--- src/include/ftcp_pkg.sv ---
// Constants shared by the filter tuning control port
`default_nettype none
package ftcp_pkg;
  // Frame layout
  localparam int FRAME_BITS = 32;
  localparam int DATA_W = 24;
  localparam int ADDR_W = 5;
  localparam logic [2:0] CHIP_ID = 3'h5;
  // Register indexes
  localparam logic [4:0] OFS_READ_PTR = 5'h00;
  localparam logic [4:0] OFS_ENABLES = 5'h01;
  localparam logic [4:0] OFS_GAIN_BAND = 5'h02;
  localparam logic [4:0] OFS_FINE_BAND = 5'h03;
  localparam logic [4:0] OFS_CAL_STROBE = 5'h04;
  localparam logic [4:0] OFS_REF_PERIOD = 5'h05;
  localparam logic [4:0] OFS_STATUS = 5'h08;
  localparam logic [4:0] OFS_BAND_READBACK = 5'h0a;
  localparam logic [4:0] OFS_FUSE_ENABLE = 5'h0b;
  localparam logic [4:0] OFS_FUSE_INDEX = 5'h0c;
  localparam logic [4:0] OFS_FUSE_STROBE = 5'h0d;
  // Field positions
  localparam int ENA_CAL_BIT = 0;
  localparam int ENA_DOUBLER_BIT = 1;
  localparam int ENA_HOST_CODES_BIT = 4;
  localparam int ENA_FUSE_SELECT_BIT = 13;
  localparam int COARSE_LSB = 6;
  localparam int FINE_LSB = 0;
  localparam int FUSE_PROG_EN_BIT = 0;
  localparam int STAT_FUSE_BUSY_BIT = 5;
  localparam int STAT_CAL_BUSY_BIT = 6;
  localparam int STAT_RESULT_LSB = 8;
  localparam int REF_WINDOW_W = 15;
  localparam int FUSE_COARSE_LSB = 4;
  // Reset values and soft reset sequence
  localparam logic [23:0] REG_RESET = 24'h000000;
  localparam logic [23:0] SOFT_RESET_ARM = 24'h000020;
  localparam logic [23:0] SOFT_RESET_FIRE = 24'h000000;
  localparam logic [3:0] INTERNAL_COARSE = 4'h0;
  // Timing
  localparam int CLK_HZ = 20_000_000;
  localparam int POWER_UP_US = 250;
  localparam int POWER_UP_CYCLES = POWER_UP_US * (CLK_HZ / 1_000_000);
  localparam int FUSE_PULSE_US = 10;
  localparam int FUSE_PULSE_CYCLES = FUSE_PULSE_US * (CLK_HZ / 1_000_000);
  typedef enum logic [0:0] {FTCP_CAL_IDLE, FTCP_CAL_RUN} ftcp_cal_type;
endpackage
`default_nettype wire

--- src/rtl/ftcp_top.sv ---
// Serial register port and tuning control of the dual filter
`default_nettype none
module ftcp_top
  import ftcp_pkg::*;
#(
  parameter int POR_CYCLES = POWER_UP_CYCLES,
  parameter int FUSE_PULSE = FUSE_PULSE_CYCLES
) (
  input wire logic clk,
  input wire logic reset,
  input wire logic sck,
  input wire logic serial_port_select_n,
  input wire logic sdi,
  input wire logic ref_clk,
  output logic sdo,
  output logic sdo_oe_n,
  output logic [3:0] coarse_band,
  output logic [3:0] fine_band,
  output logic port_ready
);
  localparam int NPIN = 4;
  logic [NPIN-1:0] pin_raw;
  logic [NPIN-1:0] sync1;
  logic [NPIN-1:0] sync2;
  logic [NPIN-1:0] sync3;
  logic [NPIN-1:0] pin_f;
  logic sck_q;
  logic sel_q;
  logic ref_q;
  logic sck_rise;
  logic sel_fall;
  logic sel_rise;
  logic ref_rise;
  logic ref_fall;

  logic [FRAME_BITS-1:0] rx_shift;
  logic [FRAME_BITS-1:0] tx_shift;
  logic [5:0] bit_cnt;
  logic frame_write;
  logic [4:0] wr_addr;
  logic [23:0] wr_data;
  logic sr_armed;
  logic soft_reset;
  logic [15:0] por_cnt;

  logic [23:0] read_ptr;
  logic [23:0] enables;
  logic [23:0] gain_band;
  logic [23:0] fine_override;
  logic [23:0] ref_period;
  logic [23:0] fuse_enable;
  logic [23:0] fuse_index;

  ftcp_cal_type cal_state;
  logic [14:0] cal_timer;
  logic [15:0] cal_count;
  logic [15:0] cal_result;
  logic cal_busy;
  logic [15:0] fuse_bits;
  logic fuse_busy;
  logic fuse_strobe;
  logic cal_start;
  logic [3:0] next_coarse;
  logic [3:0] next_fine;

  assign pin_raw = {ref_clk, sdi, serial_port_select_n, sck};

  // Three-stage synchronisers, a change counts when stages 2 and 3 agree
  genvar g;
  generate
    for (g = 0; g < NPIN; g++) begin : g_sync
      always_ff @(posedge clk) begin
        if (reset) begin
          sync1[g] <= (g == 1);
          sync2[g] <= (g == 1);
          sync3[g] <= (g == 1);
          pin_f[g] <= (g == 1);
        end else begin
          sync1[g] <= pin_raw[g];
          sync2[g] <= sync1[g];
          sync3[g] <= sync2[g];
          if (sync2[g] == sync3[g]) begin
            pin_f[g] <= sync3[g];
          end
        end
      end
    end
  endgenerate

  // Edge detection on the filtered pins
  always_ff @(posedge clk) begin
    if (reset) begin
      sck_q <= 1'b0;
      sel_q <= 1'b1;
      ref_q <= 1'b0;
    end else begin
      sck_q <= pin_f[0];
      sel_q <= pin_f[1];
      ref_q <= pin_f[3];
    end
  end

  assign sck_rise = pin_f[0] && !sck_q;
  assign sel_fall = !pin_f[1] && sel_q;
  assign sel_rise = pin_f[1] && !sel_q;
  assign ref_rise = pin_f[3] && !ref_q;
  assign ref_fall = !pin_f[3] && ref_q;

  // Power-up hold-off before the port accepts frames
  always_ff @(posedge clk) begin
    if (reset) begin
      por_cnt <= 16'h0000;
      port_ready <= 1'b0;
    end else if (!port_ready) begin
      por_cnt <= por_cnt + 16'h0001;
      if (por_cnt == 16'(POR_CYCLES - 1)) begin
        port_ready <= 1'b1;
      end
    end
  end

  // Complete, own-address frames only
  assign frame_write = sel_rise && port_ready
    && bit_cnt == 6'(FRAME_BITS)
    && rx_shift[2:0] == CHIP_ID;
  assign wr_addr = rx_shift[7:3];
  assign wr_data = rx_shift[31:8];
  assign cal_start = frame_write && wr_addr == OFS_CAL_STROBE;
  assign fuse_strobe = frame_write && wr_addr == OFS_FUSE_STROBE;
  assign soft_reset = frame_write && wr_addr == OFS_READ_PTR
    && wr_data == SOFT_RESET_FIRE && sr_armed;

  // Register read mux
  function automatic logic [23:0] read_word(input logic [4:0] a);
    logic [23:0] w;
    w = 24'h000000;
    case (a)
      OFS_READ_PTR: w = read_ptr;
      OFS_ENABLES: w = enables;
      OFS_GAIN_BAND: w = gain_band;
      OFS_FINE_BAND: w = fine_override;
      OFS_REF_PERIOD: w = ref_period;
      OFS_STATUS: w = {cal_result, 1'b0, cal_busy, fuse_busy, 5'h00};
      OFS_BAND_READBACK: w = {fuse_bits, coarse_band, fine_band};
      OFS_FUSE_ENABLE: w = fuse_enable;
      OFS_FUSE_INDEX: w = fuse_index;
      default: w = 24'h000000;
    endcase
    return w;
  endfunction

  // Serial shift in and out
  always_ff @(posedge clk) begin
    if (reset) begin
      rx_shift <= '0;
      tx_shift <= '0;
      bit_cnt <= 6'h00;
      sdo <= 1'b0;
    end else if (sel_fall) begin
      bit_cnt <= 6'h00;
      tx_shift <= {read_word(read_ptr[4:0]), read_ptr[4:0], CHIP_ID};
    end else if (sck_rise && !pin_f[1]) begin
      rx_shift <= {rx_shift[30:0], pin_f[2]};
      if (bit_cnt != 6'h3f) begin
        bit_cnt <= bit_cnt + 6'h01;
      end
      sdo <= tx_shift[31];
      tx_shift <= {tx_shift[30:0], 1'b0};
    end
  end

  // Output enable follows the chip address of the last full frame
  always_ff @(posedge clk) begin
    if (reset) begin
      sdo_oe_n <= 1'b1;
    end else if (sel_rise && port_ready && bit_cnt == 6'(FRAME_BITS)) begin
      sdo_oe_n <= rx_shift[2:0] != CHIP_ID;
    end
  end

  // Soft reset arming
  always_ff @(posedge clk) begin
    if (reset) begin
      sr_armed <= 1'b0;
    end else if (frame_write) begin
      sr_armed <= wr_addr == OFS_READ_PTR && wr_data == SOFT_RESET_ARM;
    end
  end

  // Writable registers, stored at the end of each complete own-address frame once the port is ready
  always_ff @(posedge clk) begin
    if (reset || soft_reset) begin
      read_ptr <= REG_RESET;
      enables <= REG_RESET;
      gain_band <= REG_RESET;
      fine_override <= REG_RESET;
      ref_period <= REG_RESET;
      fuse_enable <= REG_RESET;
      fuse_index <= REG_RESET;
    end else if (frame_write) begin
      case (wr_addr)
        OFS_READ_PTR: read_ptr <= wr_data;
        OFS_ENABLES: enables <= wr_data;
        OFS_GAIN_BAND: gain_band <= wr_data;
        OFS_FINE_BAND: fine_override <= wr_data;
        OFS_REF_PERIOD: ref_period <= wr_data;
        OFS_FUSE_ENABLE: fuse_enable <= wr_data;
        OFS_FUSE_INDEX: fuse_index <= wr_data;
        default: ;
      endcase
    end
  end

  // Calibration: count reference edges over the programmed window
  always_ff @(posedge clk) begin
    if (reset || soft_reset) begin
      cal_state <= FTCP_CAL_IDLE;
      cal_timer <= 15'h0000;
      cal_count <= 16'h0000;
      cal_result <= 16'h0000;
      cal_busy <= 1'b0;
    end else begin
      case (cal_state)
        FTCP_CAL_IDLE: begin
          if (cal_start && enables[ENA_CAL_BIT]) begin
            cal_state <= FTCP_CAL_RUN;
            cal_timer <= ref_period[REF_WINDOW_W-1:0];
            cal_count <= 16'h0000;
            cal_busy <= 1'b1;
          end
        end
        FTCP_CAL_RUN: begin
          if (ref_rise || (ref_fall && enables[ENA_DOUBLER_BIT])) begin
            cal_count <= cal_count + 16'h0001;
          end
          if (cal_timer == 15'h0000) begin
            cal_state <= FTCP_CAL_IDLE;
            cal_result <= cal_count;
            cal_busy <= 1'b0;
          end else begin
            cal_timer <= cal_timer - 15'h0001;
          end
        end
        default: cal_state <= FTCP_CAL_IDLE;
      endcase
    end
  end

  // Choice of band codes
  always_comb begin
    next_coarse = INTERNAL_COARSE;
    next_fine = cal_result[15:12];
    if (enables[ENA_HOST_CODES_BIT]) begin
      next_coarse = gain_band[COARSE_LSB +: 4];
      next_fine = fine_override[FINE_LSB +: 4];
    end else if (enables[ENA_FUSE_SELECT_BIT]) begin
      next_coarse = fuse_bits[FUSE_COARSE_LSB +: 4];
      next_fine = fuse_bits[3:0];
    end
  end

  always_ff @(posedge clk) begin
    if (reset) begin
      coarse_band <= 4'h0;
      fine_band <= 4'h0;
    end else begin
      coarse_band <= next_coarse;
      fine_band <= next_fine;
    end
  end

  // Fuse array and its write pulse
  ftcp_fuse #(
    .FUSES(16),
    .PULSE_CYCLES(FUSE_PULSE)
  ) u_fuse (
    .clk(clk),
    .reset(reset),
    .program_enable(fuse_enable[FUSE_PROG_EN_BIT]),
    .bit_index(fuse_index[3:0]),
    .strobe(fuse_strobe),
    .fuse_bits(fuse_bits),
    .busy(fuse_busy)
  );
endmodule
`default_nettype wire

--- src/rtl/ftcp_fuse.sv ---
// One-time fuse array with timed write pulse
`default_nettype none
module ftcp_fuse
  import ftcp_pkg::*;
#(
  parameter int FUSES = 16,
  parameter int PULSE_CYCLES = FUSE_PULSE_CYCLES
) (
  input wire logic clk,
  input wire logic reset,
  input wire logic program_enable,
  input wire logic [3:0] bit_index,
  input wire logic strobe,
  output logic [FUSES-1:0] fuse_bits,
  output logic busy
);
  logic [15:0] pulse_cnt;
  logic [3:0] target;

  // Write pulse timing
  always_ff @(posedge clk) begin
    if (reset) begin
      busy <= 1'b0;
      pulse_cnt <= 16'h0000;
      target <= 4'h0;
    end else if (busy) begin
      if (pulse_cnt == 16'(PULSE_CYCLES - 1)) begin
        busy <= 1'b0;
      end
      pulse_cnt <= pulse_cnt + 16'h0001;
    end else if (strobe && program_enable) begin
      busy <= 1'b1;
      pulse_cnt <= 16'h0000;
      target <= bit_index;
    end
  end

  // Fuses only go from 0 to 1, except that reset clears them all
  always_ff @(posedge clk) begin
    if (reset) begin
      fuse_bits <= '0;
    end else if (busy && pulse_cnt == 16'(PULSE_CYCLES - 1)) begin
      fuse_bits[target] <= 1'b1;
    end
  end
endmodule
`default_nettype wire

--- config.mk ---
export PLATFORM = sky130hd
export DESIGN_NAME = ftcp_top
export DESIGN_NICKNAME = d
export VERILOG_FILES = /design/src/include/ftcp_pkg.sv /design/src/rtl/ftcp_top.sv /design/src/rtl/ftcp_fuse.sv
export SDC_FILE = /design/constraint.sdc
export NUM_CORES = 1
export LEC_CHECK = 0
export BUFFER_PORTS_ARGS = -buffer_cell sky130_fd_sc_hd__buf_2
export CORE_ASPECT_RATIO = 1.25
export CORE_UTILIZATION = 45
export CTS_CLUSTER_SIZE = 28
export DETAILED_ROUTE_END_ITERATION = 8
export PLACE_DENSITY = 0.64
export SYNTH_ARGS = -nofsm -noshare
export SYNTH_HDL_FRONTEND = slang
export SYNTH_SLANG_ARGS = --single-unit
--- constraint.sdc ---
create_clock -name clk -period 2.6 [get_ports clk]
set_clock_uncertainty 0.15 [all_clocks]
set_input_delay 0.39 -clock clk [delete_from_list [all_inputs] [get_ports clk]]
set_output_delay 0.39 -clock clk [all_outputs]
set_load 0.005 [all_outputs]
==> Word-level counts from Yosys, hierarchy flattened <==
Cells that the tools add are included.
{ "totals": {"reg_bits": 371, "in_bits": 6, "output_inout_bits": 11, "wordCells": 164} }
{ "classes": {"add_sub_neg": 5, "magnitude_cmp": 2, "eq_ne": 31, "mux": 28, "bitwise_logic": 4, "n_reduce_logical": 48} }
{ "ops": {"columns": ["op", "count"], "rows": [
  ["24-bit one-hot mux with 9 select lines", 1],
  ["16-bit 2-to-1 mux", 4],
  ["32-bit 2-to-1 mux", 2],
  ["16-bit by 1-bit adder with 16-bit output (second input constant)", 3],
  ["5-bit by 4-bit equality test with 1-bit output (second input constant)", 7],
  ["16-bit one-hot mux with 2 select lines", 1],
  ["15-bit 2-to-1 mux", 2],
  ["15-bit one-hot mux with 2 select lines", 1],
  ["2-bit AND reduction", 14],
  ["24-bit by 6-bit equality test with 1-bit output (second input constant)", 1],
  ["24-bit logical NOT", 1],
  ["5-bit by 2-bit equality test with 1-bit output (second input constant)", 4],
  ["1-bit logical AND", 20],
  ["16-bit by 13-bit equality test with 1-bit output (second input constant)", 1],
  ["16-bit by 8-bit equality test with 1-bit output (second input constant)", 1],
  ["4-bit 2-to-1 mux", 4],
  ["16-bit bitwise OR", 1],
  ["5-bit by 3-bit equality test with 1-bit output (second input constant)", 3],
  ["15-bit logical NOT", 1],
  ["15-bit by 1-bit subtractor with 15-bit output (second input constant)", 1],
  ["5-bit by 1-bit equality test with 1-bit output (second input constant)", 2],
  ["5-bit logical NOT", 2],
  ["1-bit 2-to-1 mux", 10],
  ["6-bit by 1-bit adder with 6-bit output (second input constant)", 1],
  ["other kinds (16)", 30]
]} }

==> Depth between registers and ports, before layout <==
{ "depth": {"ltp_word": 9, "depth_mapped": 10, "mapped_depth_nobuf": 7} }

==> By module <==
Synthesis repeated with hierarchy kept, for this count alone.
{ "hier_totals": {"cells_unflattened": 1869, "area_unflattened_um2": 16116.7} }
{ "modules_own_cells": {"columns": ["mod", "n_inst", "cells_per_inst", "area_per_inst_um2"], "rows": [
  ["ftcp_top", 1, 1683, 14367.5],
  ["ftcp_fuse", 1, 186, 1749.2]
]} }

==> Worst setup path before layout <==
OpenSTA, ideal clock, no wires.
{ "synth_path": {"path_kind": "flip-flop to flip-flop", "startpoint": "register bit_cnt[0]", "endpoint": "register cal_count[15]", "arrival_time_ps": 1849, "required_time_ps": 2380, "slack_ps": 531, "stages_incl_launch_ff": 8, "path_buffers": 0, "cell_sequence": "dfxtp_1 inv_1 ha_1 nand4bb_4 nor4_4 a21oi_2 or4_1 a21oi_1"} }
{ "synth_via": {"elab_chain_len": 7, "word_cells_on_any_way": 11, "cone_classes": "eq/ne (2); reduce/logical (9)"} }
{ "synth_lines": {"columns": ["element", "line_no", "text"], "rows": [
  ["start: declaration", "ftcp_top.sv:38", "logic [5:0] bit_cnt;"],
  ["start signal: assignment", "ftcp_top.sv:165", "bit_cnt <= bit_cnt + 6'h01;"],
  ["6-bit equality test (*)", "ftcp_top.sv:124", "&& bit_cnt == 6'(FRAME_BITS)"],
  ["1-bit logical AND (*)", "ftcp_top.sv:124", null],
  ["1-bit logical AND (*)", "ftcp_top.sv:125", "&& rx_shift[2:0] == CHIP_ID;"],
  ["1-bit logical AND, on equally long branches", "ftcp_top.sv:128, ftcp_top.sv:130", null],
  ["1-bit logical AND, on equally long branches", "ftcp_top.sv:225, ftcp_top.sv:131", null],
  ["2-bit inequality test (no source line) or 1-bit logical AND (tied branches)", null, null],
  ["2-bit AND reduction (no source line) or 1-bit logical OR (tied branches)", null, null],
  ["end signal: assignment", "ftcp_top.sv:234", "cal_count <= cal_count + 16'h0001;"],
  ["end: declaration", "ftcp_top.sv:56", "logic [15:0] cal_count;"]
]} }
Mark *: on every way between the ends. The rest lies on a longest branch, timed or not.
A chain may end at the register's enable or synchronous reset.

==> Worst setup path after layout <==
{ "layout_path": {"startpoint": "register rx_shift[27]", "endpoint": "register cal_result[7]"} }
{ "layout_via": {"elab_chain_len": 4} }
{ "layout_lines": {"columns": ["element", "line_no", "text"], "rows": [
  ["start: declaration", "ftcp_top.sv:36", "logic [FRAME_BITS-1:0] rx_shift;"],
  ["start signal: assignment", "ftcp_top.sv:163", "rx_shift <= {rx_shift[30:0], pin_f[2]};"],
  ["24-bit logical NOT", "ftcp_top.sv:131", "&& wr_data == SOFT_RESET_FIRE && sr_armed;"],
  ["1-bit logical AND (2 in series)", "ftcp_top.sv:131", null],
  ["1-bit logical OR", "ftcp_top.sv:216", "if (reset || soft_reset) begin"],
  ["end signal: assignment", "ftcp_top.sv:238", "cal_result <= cal_count;"],
  ["end: declaration", "ftcp_top.sv:57", "logic [15:0] cal_result;"]
]} }
No other way between the ends.

==> metrics.cfg <==
[run_status]
status = completed

[job]
maxCapViolCount = 0

[route]
wl_per_cell_um = 20.4
firstDrtPassIters = 7
ant_nets = 0
routed_wl_mm = 49.8
drc = 0
vias = 14300
first_iter_violations = 1383
via_per_inst = 5.88

[synth]
postSynthAreaPerCell_um2 = 8.19
ys.flop_type = dfxtp_1
synth_top_area_share_pct = 46.9
netlist_instances = 1934
async_reset_ff_share_pct = 0
synth-edff-count = 0
ys_types = 78
yosysWarningCount = 0
seq_area_frac_synth_pct = 46.9
syn-num-nets = 1946
netlist_area_mm2 = 0.0158
yosysTopAreaCell = dfxtp_1
ys_ff_latch = 371
synth_area_leaders = dfxtp_1 47%, nand2_1 11%, a21oi_1 8.8%, a22oi_1 3.3%, nor2_1 2.4%

[critical_path]
crit_top_cell = buf_4
start_kind = flip-flop
required_ns = 2.86
critPathSlowestCell = nor4_4
worst_setup_path_end_kind = flip-flop
critPathMaxStageDelay_ns = 0.32
crit_arrival_ns = 2.67
path_cells = nor4_1, buf_4, nand4_1, buf_4, nor4_4, or2_4, buf_12, buf_4, a21oi_1
worstPathMaxFanout = 10
critPathKind = reg2reg
r2r_setup_slack_ns = 0.18

[cts]
numCtsBuffers = 39
clk_latency_ns = 0.55
htreeDepth = 2
clk_path_buf_depth = 3
path_clk_slew_ns = 0.06
root_buffer = clkbuf_16
tritoncts = yes
cts_sinks = 371

[global_route]
met1_usage_pct = 34.3
antenna_found_initial = 0
overflow = 0
use_met3_pct = 3.93
grtUsageTotal_pct = 27.8
grt_pass1_vias = 13700
grt_start_max_net_pins = 77
grtUsageMet2_pct = 46.2
grt_pass1_wl_mm = 77.3
grt_busiest_layer = met2

[die]
initial_core_util_pct = 45.9
chipHeight_um = 212
dieArea_mm2 = 0.0360
rows = 76
die_x_um = 170
pin_count = 17
core_mm2 = 0.0345

[sta]
fmax_mhz = 414
worst_slew_pin_slew_ns = 0.726
fin_crit_ns = 2.42
relSlewSlack_pct = 50.9
finalSetupViolations = 0
final.period_utilization_pct = 92.9
hold_slack_ns = 0.0388
slew_violations = 0
fin_ws_ns = 0.184
fin_setup_tns_ns = 0
hold_viol = 0
rsz0062_at_grt = no

[final_layout]
final_nets = 1956
fin_util_pct = 52.2
instances_no_fill = 2439
postLayoutCellArea_mm2 = 0.0180
diodes = 0
area_growth_pct = 13.8
drive_above_1_share_pct = 12.2

[place]
place.gp.congestion = 0.891
dp_cells = 2366
post-dp-hpwl_mm = 33.1
placed_area_mm2 = 0.0167
post-place-ws_ns = 0.193
io_buffers = 16

[pwr]
p_per_area_mw_per_mm2 = 628
p_leak_nw = 6.07
ir_worst_vdd_mv = 0.434
finalPower_mw = 11.3

[worst_hold_path]
hold_path_class = in2reg

-- report_power, final --
group	total, mW	internal, mW	switching [mW]
logic	0.169	0.0513	0.118
clock network	5.46	3.15	2.31
registers	5.70	5.70	0.00704
-- logic make-up after synthesis --
group                    synth area share, %
AND/OR/NAND/NOR                         24.1
AO/OA/AOI/OAI                           19.4
flip-flops                              46.9
buffers and inverters                   5.70
multiplexers                            2.02
XOR/XNOR                                1.44
adder cells (fa/ha/maj)                0.474
-- state kept, by name, summed over array words and instances (netlist names), 24 cells and up --
name,count
rx_shift,32
tx_shift,32
enables,24
fine_override,24
fuse_enable,24
fuse_index,24
gain_band,24
read_ptr,24
ref_period,24
-- synthesized netlist by cell type, types with 4 or more instances --
| master | number |
|---|---|
| a21oi_1 | 278 |
| a221oi_1 | 11 |
| a222oi_1 | 14 |
| a22o_1 | 8 |
| a22oi_1 | 70 |
| a31oi_1 | 10 |
| a32o_1 | 9 |
| and2_1 | 10 |
| and3_1 | 17 |
| and3b_1 | 5 |
| and4_1 | 6 |
| buf_1 | 4 |
| buf_2 | 44 |
| buf_6 | 21 |
| clkbuf_1 | 93 |
| dfxtp_1 | 371 |
| ha_1 | 6 |
| inv_1 | 20 |
| mux2_2 | 16 |
| mux2i_1 | 14 |
| nand2_1 | 470 |
| nand3_1 | 68 |
| nand3b_1 | 4 |
| nand4_1 | 22 |
| nor2_1 | 100 |
| nor2b_1 | 25 |
| nor3_1 | 23 |
| nor4_1 | 17 |
| o21ai_0 | 31 |
| o2bb2ai_1 | 22 |
| o31ai_1 | 7 |
| or2_2 | 15 |
| or3_1 | 6 |
| or4_1 | 4 |
| xnor2_1 | 11 |
| xor2_1 | 15 |
-- cells in the final DEF (no fill, tap or decap), types with 17 or more instances in the layout --
cell / Yosys / final
and3_1: 17 / 17
nor2_1: 100 / 98
nor4_1: 17 / 17
inv_1: 20 / 20
nor3_1: 23 / 23
clkbuf_16: 0 / 40
nand3_1: 68 / 68
a22oi_1: 70 / 70
buf_4: 1 / 97
o21ai_0: 31 / 31
nand2_1: 470 / 470
dfxtp_1: 371 / 371
a21oi_1: 278 / 278
nor2b_1: 25 / 25
nand4_1: 22 / 22
o2bb2ai_1: 22 / 22
-- cell type report --
class / count / area, µm²
Timing Repair Buffer: 132 / 1180
Clock inverter: 13 / 133
Clock buffer: 55 / 1100
Inverter: 20 / 75.1
Tap cell: 468 / 586
Sequential cell: 371 / 7430
Multi-Input combinational cell: 1380 / 7540
Fill cell: 3249 / 16500
-- worst paths after layout --
kind	from	endpoint	cells after the start
setup reg to reg	rx_shift[27]	cal_result[7]	9
setup / recovery	rx_shift[27]	cal_result[7]	9
hold reg to reg	sync1[1]	sync2[1]	1
hold / removal	reset	rx_shift[15]	2
-- worst max-delay path, delay by kind of cell, from the launching register on --
| kind | cells | cell delay [ns] |
|---|---|---|
| flops | 1 | 0.31 |
| simple gates | 4 | 1.01 |
| buf+inv | 4 | 0.75 |
| compound gates | 1 | 0.05 |
-- layer usage --
metal / vias to the layer above / part of all wire [%]
met2: 563 / 48
met4: 0 / 5.3
met3: 138 / 6.9
met1: 6883 / 40
met5: - / 0
li1: 6757 / -
-- timing repair --
item	in CTS	in global routing
gates resized for setup	0	2
hold buffers	4	0
buffers inserted	0	0
endpoints found under the hold margin	4	0
setup endpoints to repair	0	31
Power figures use the tool's default switching activity.
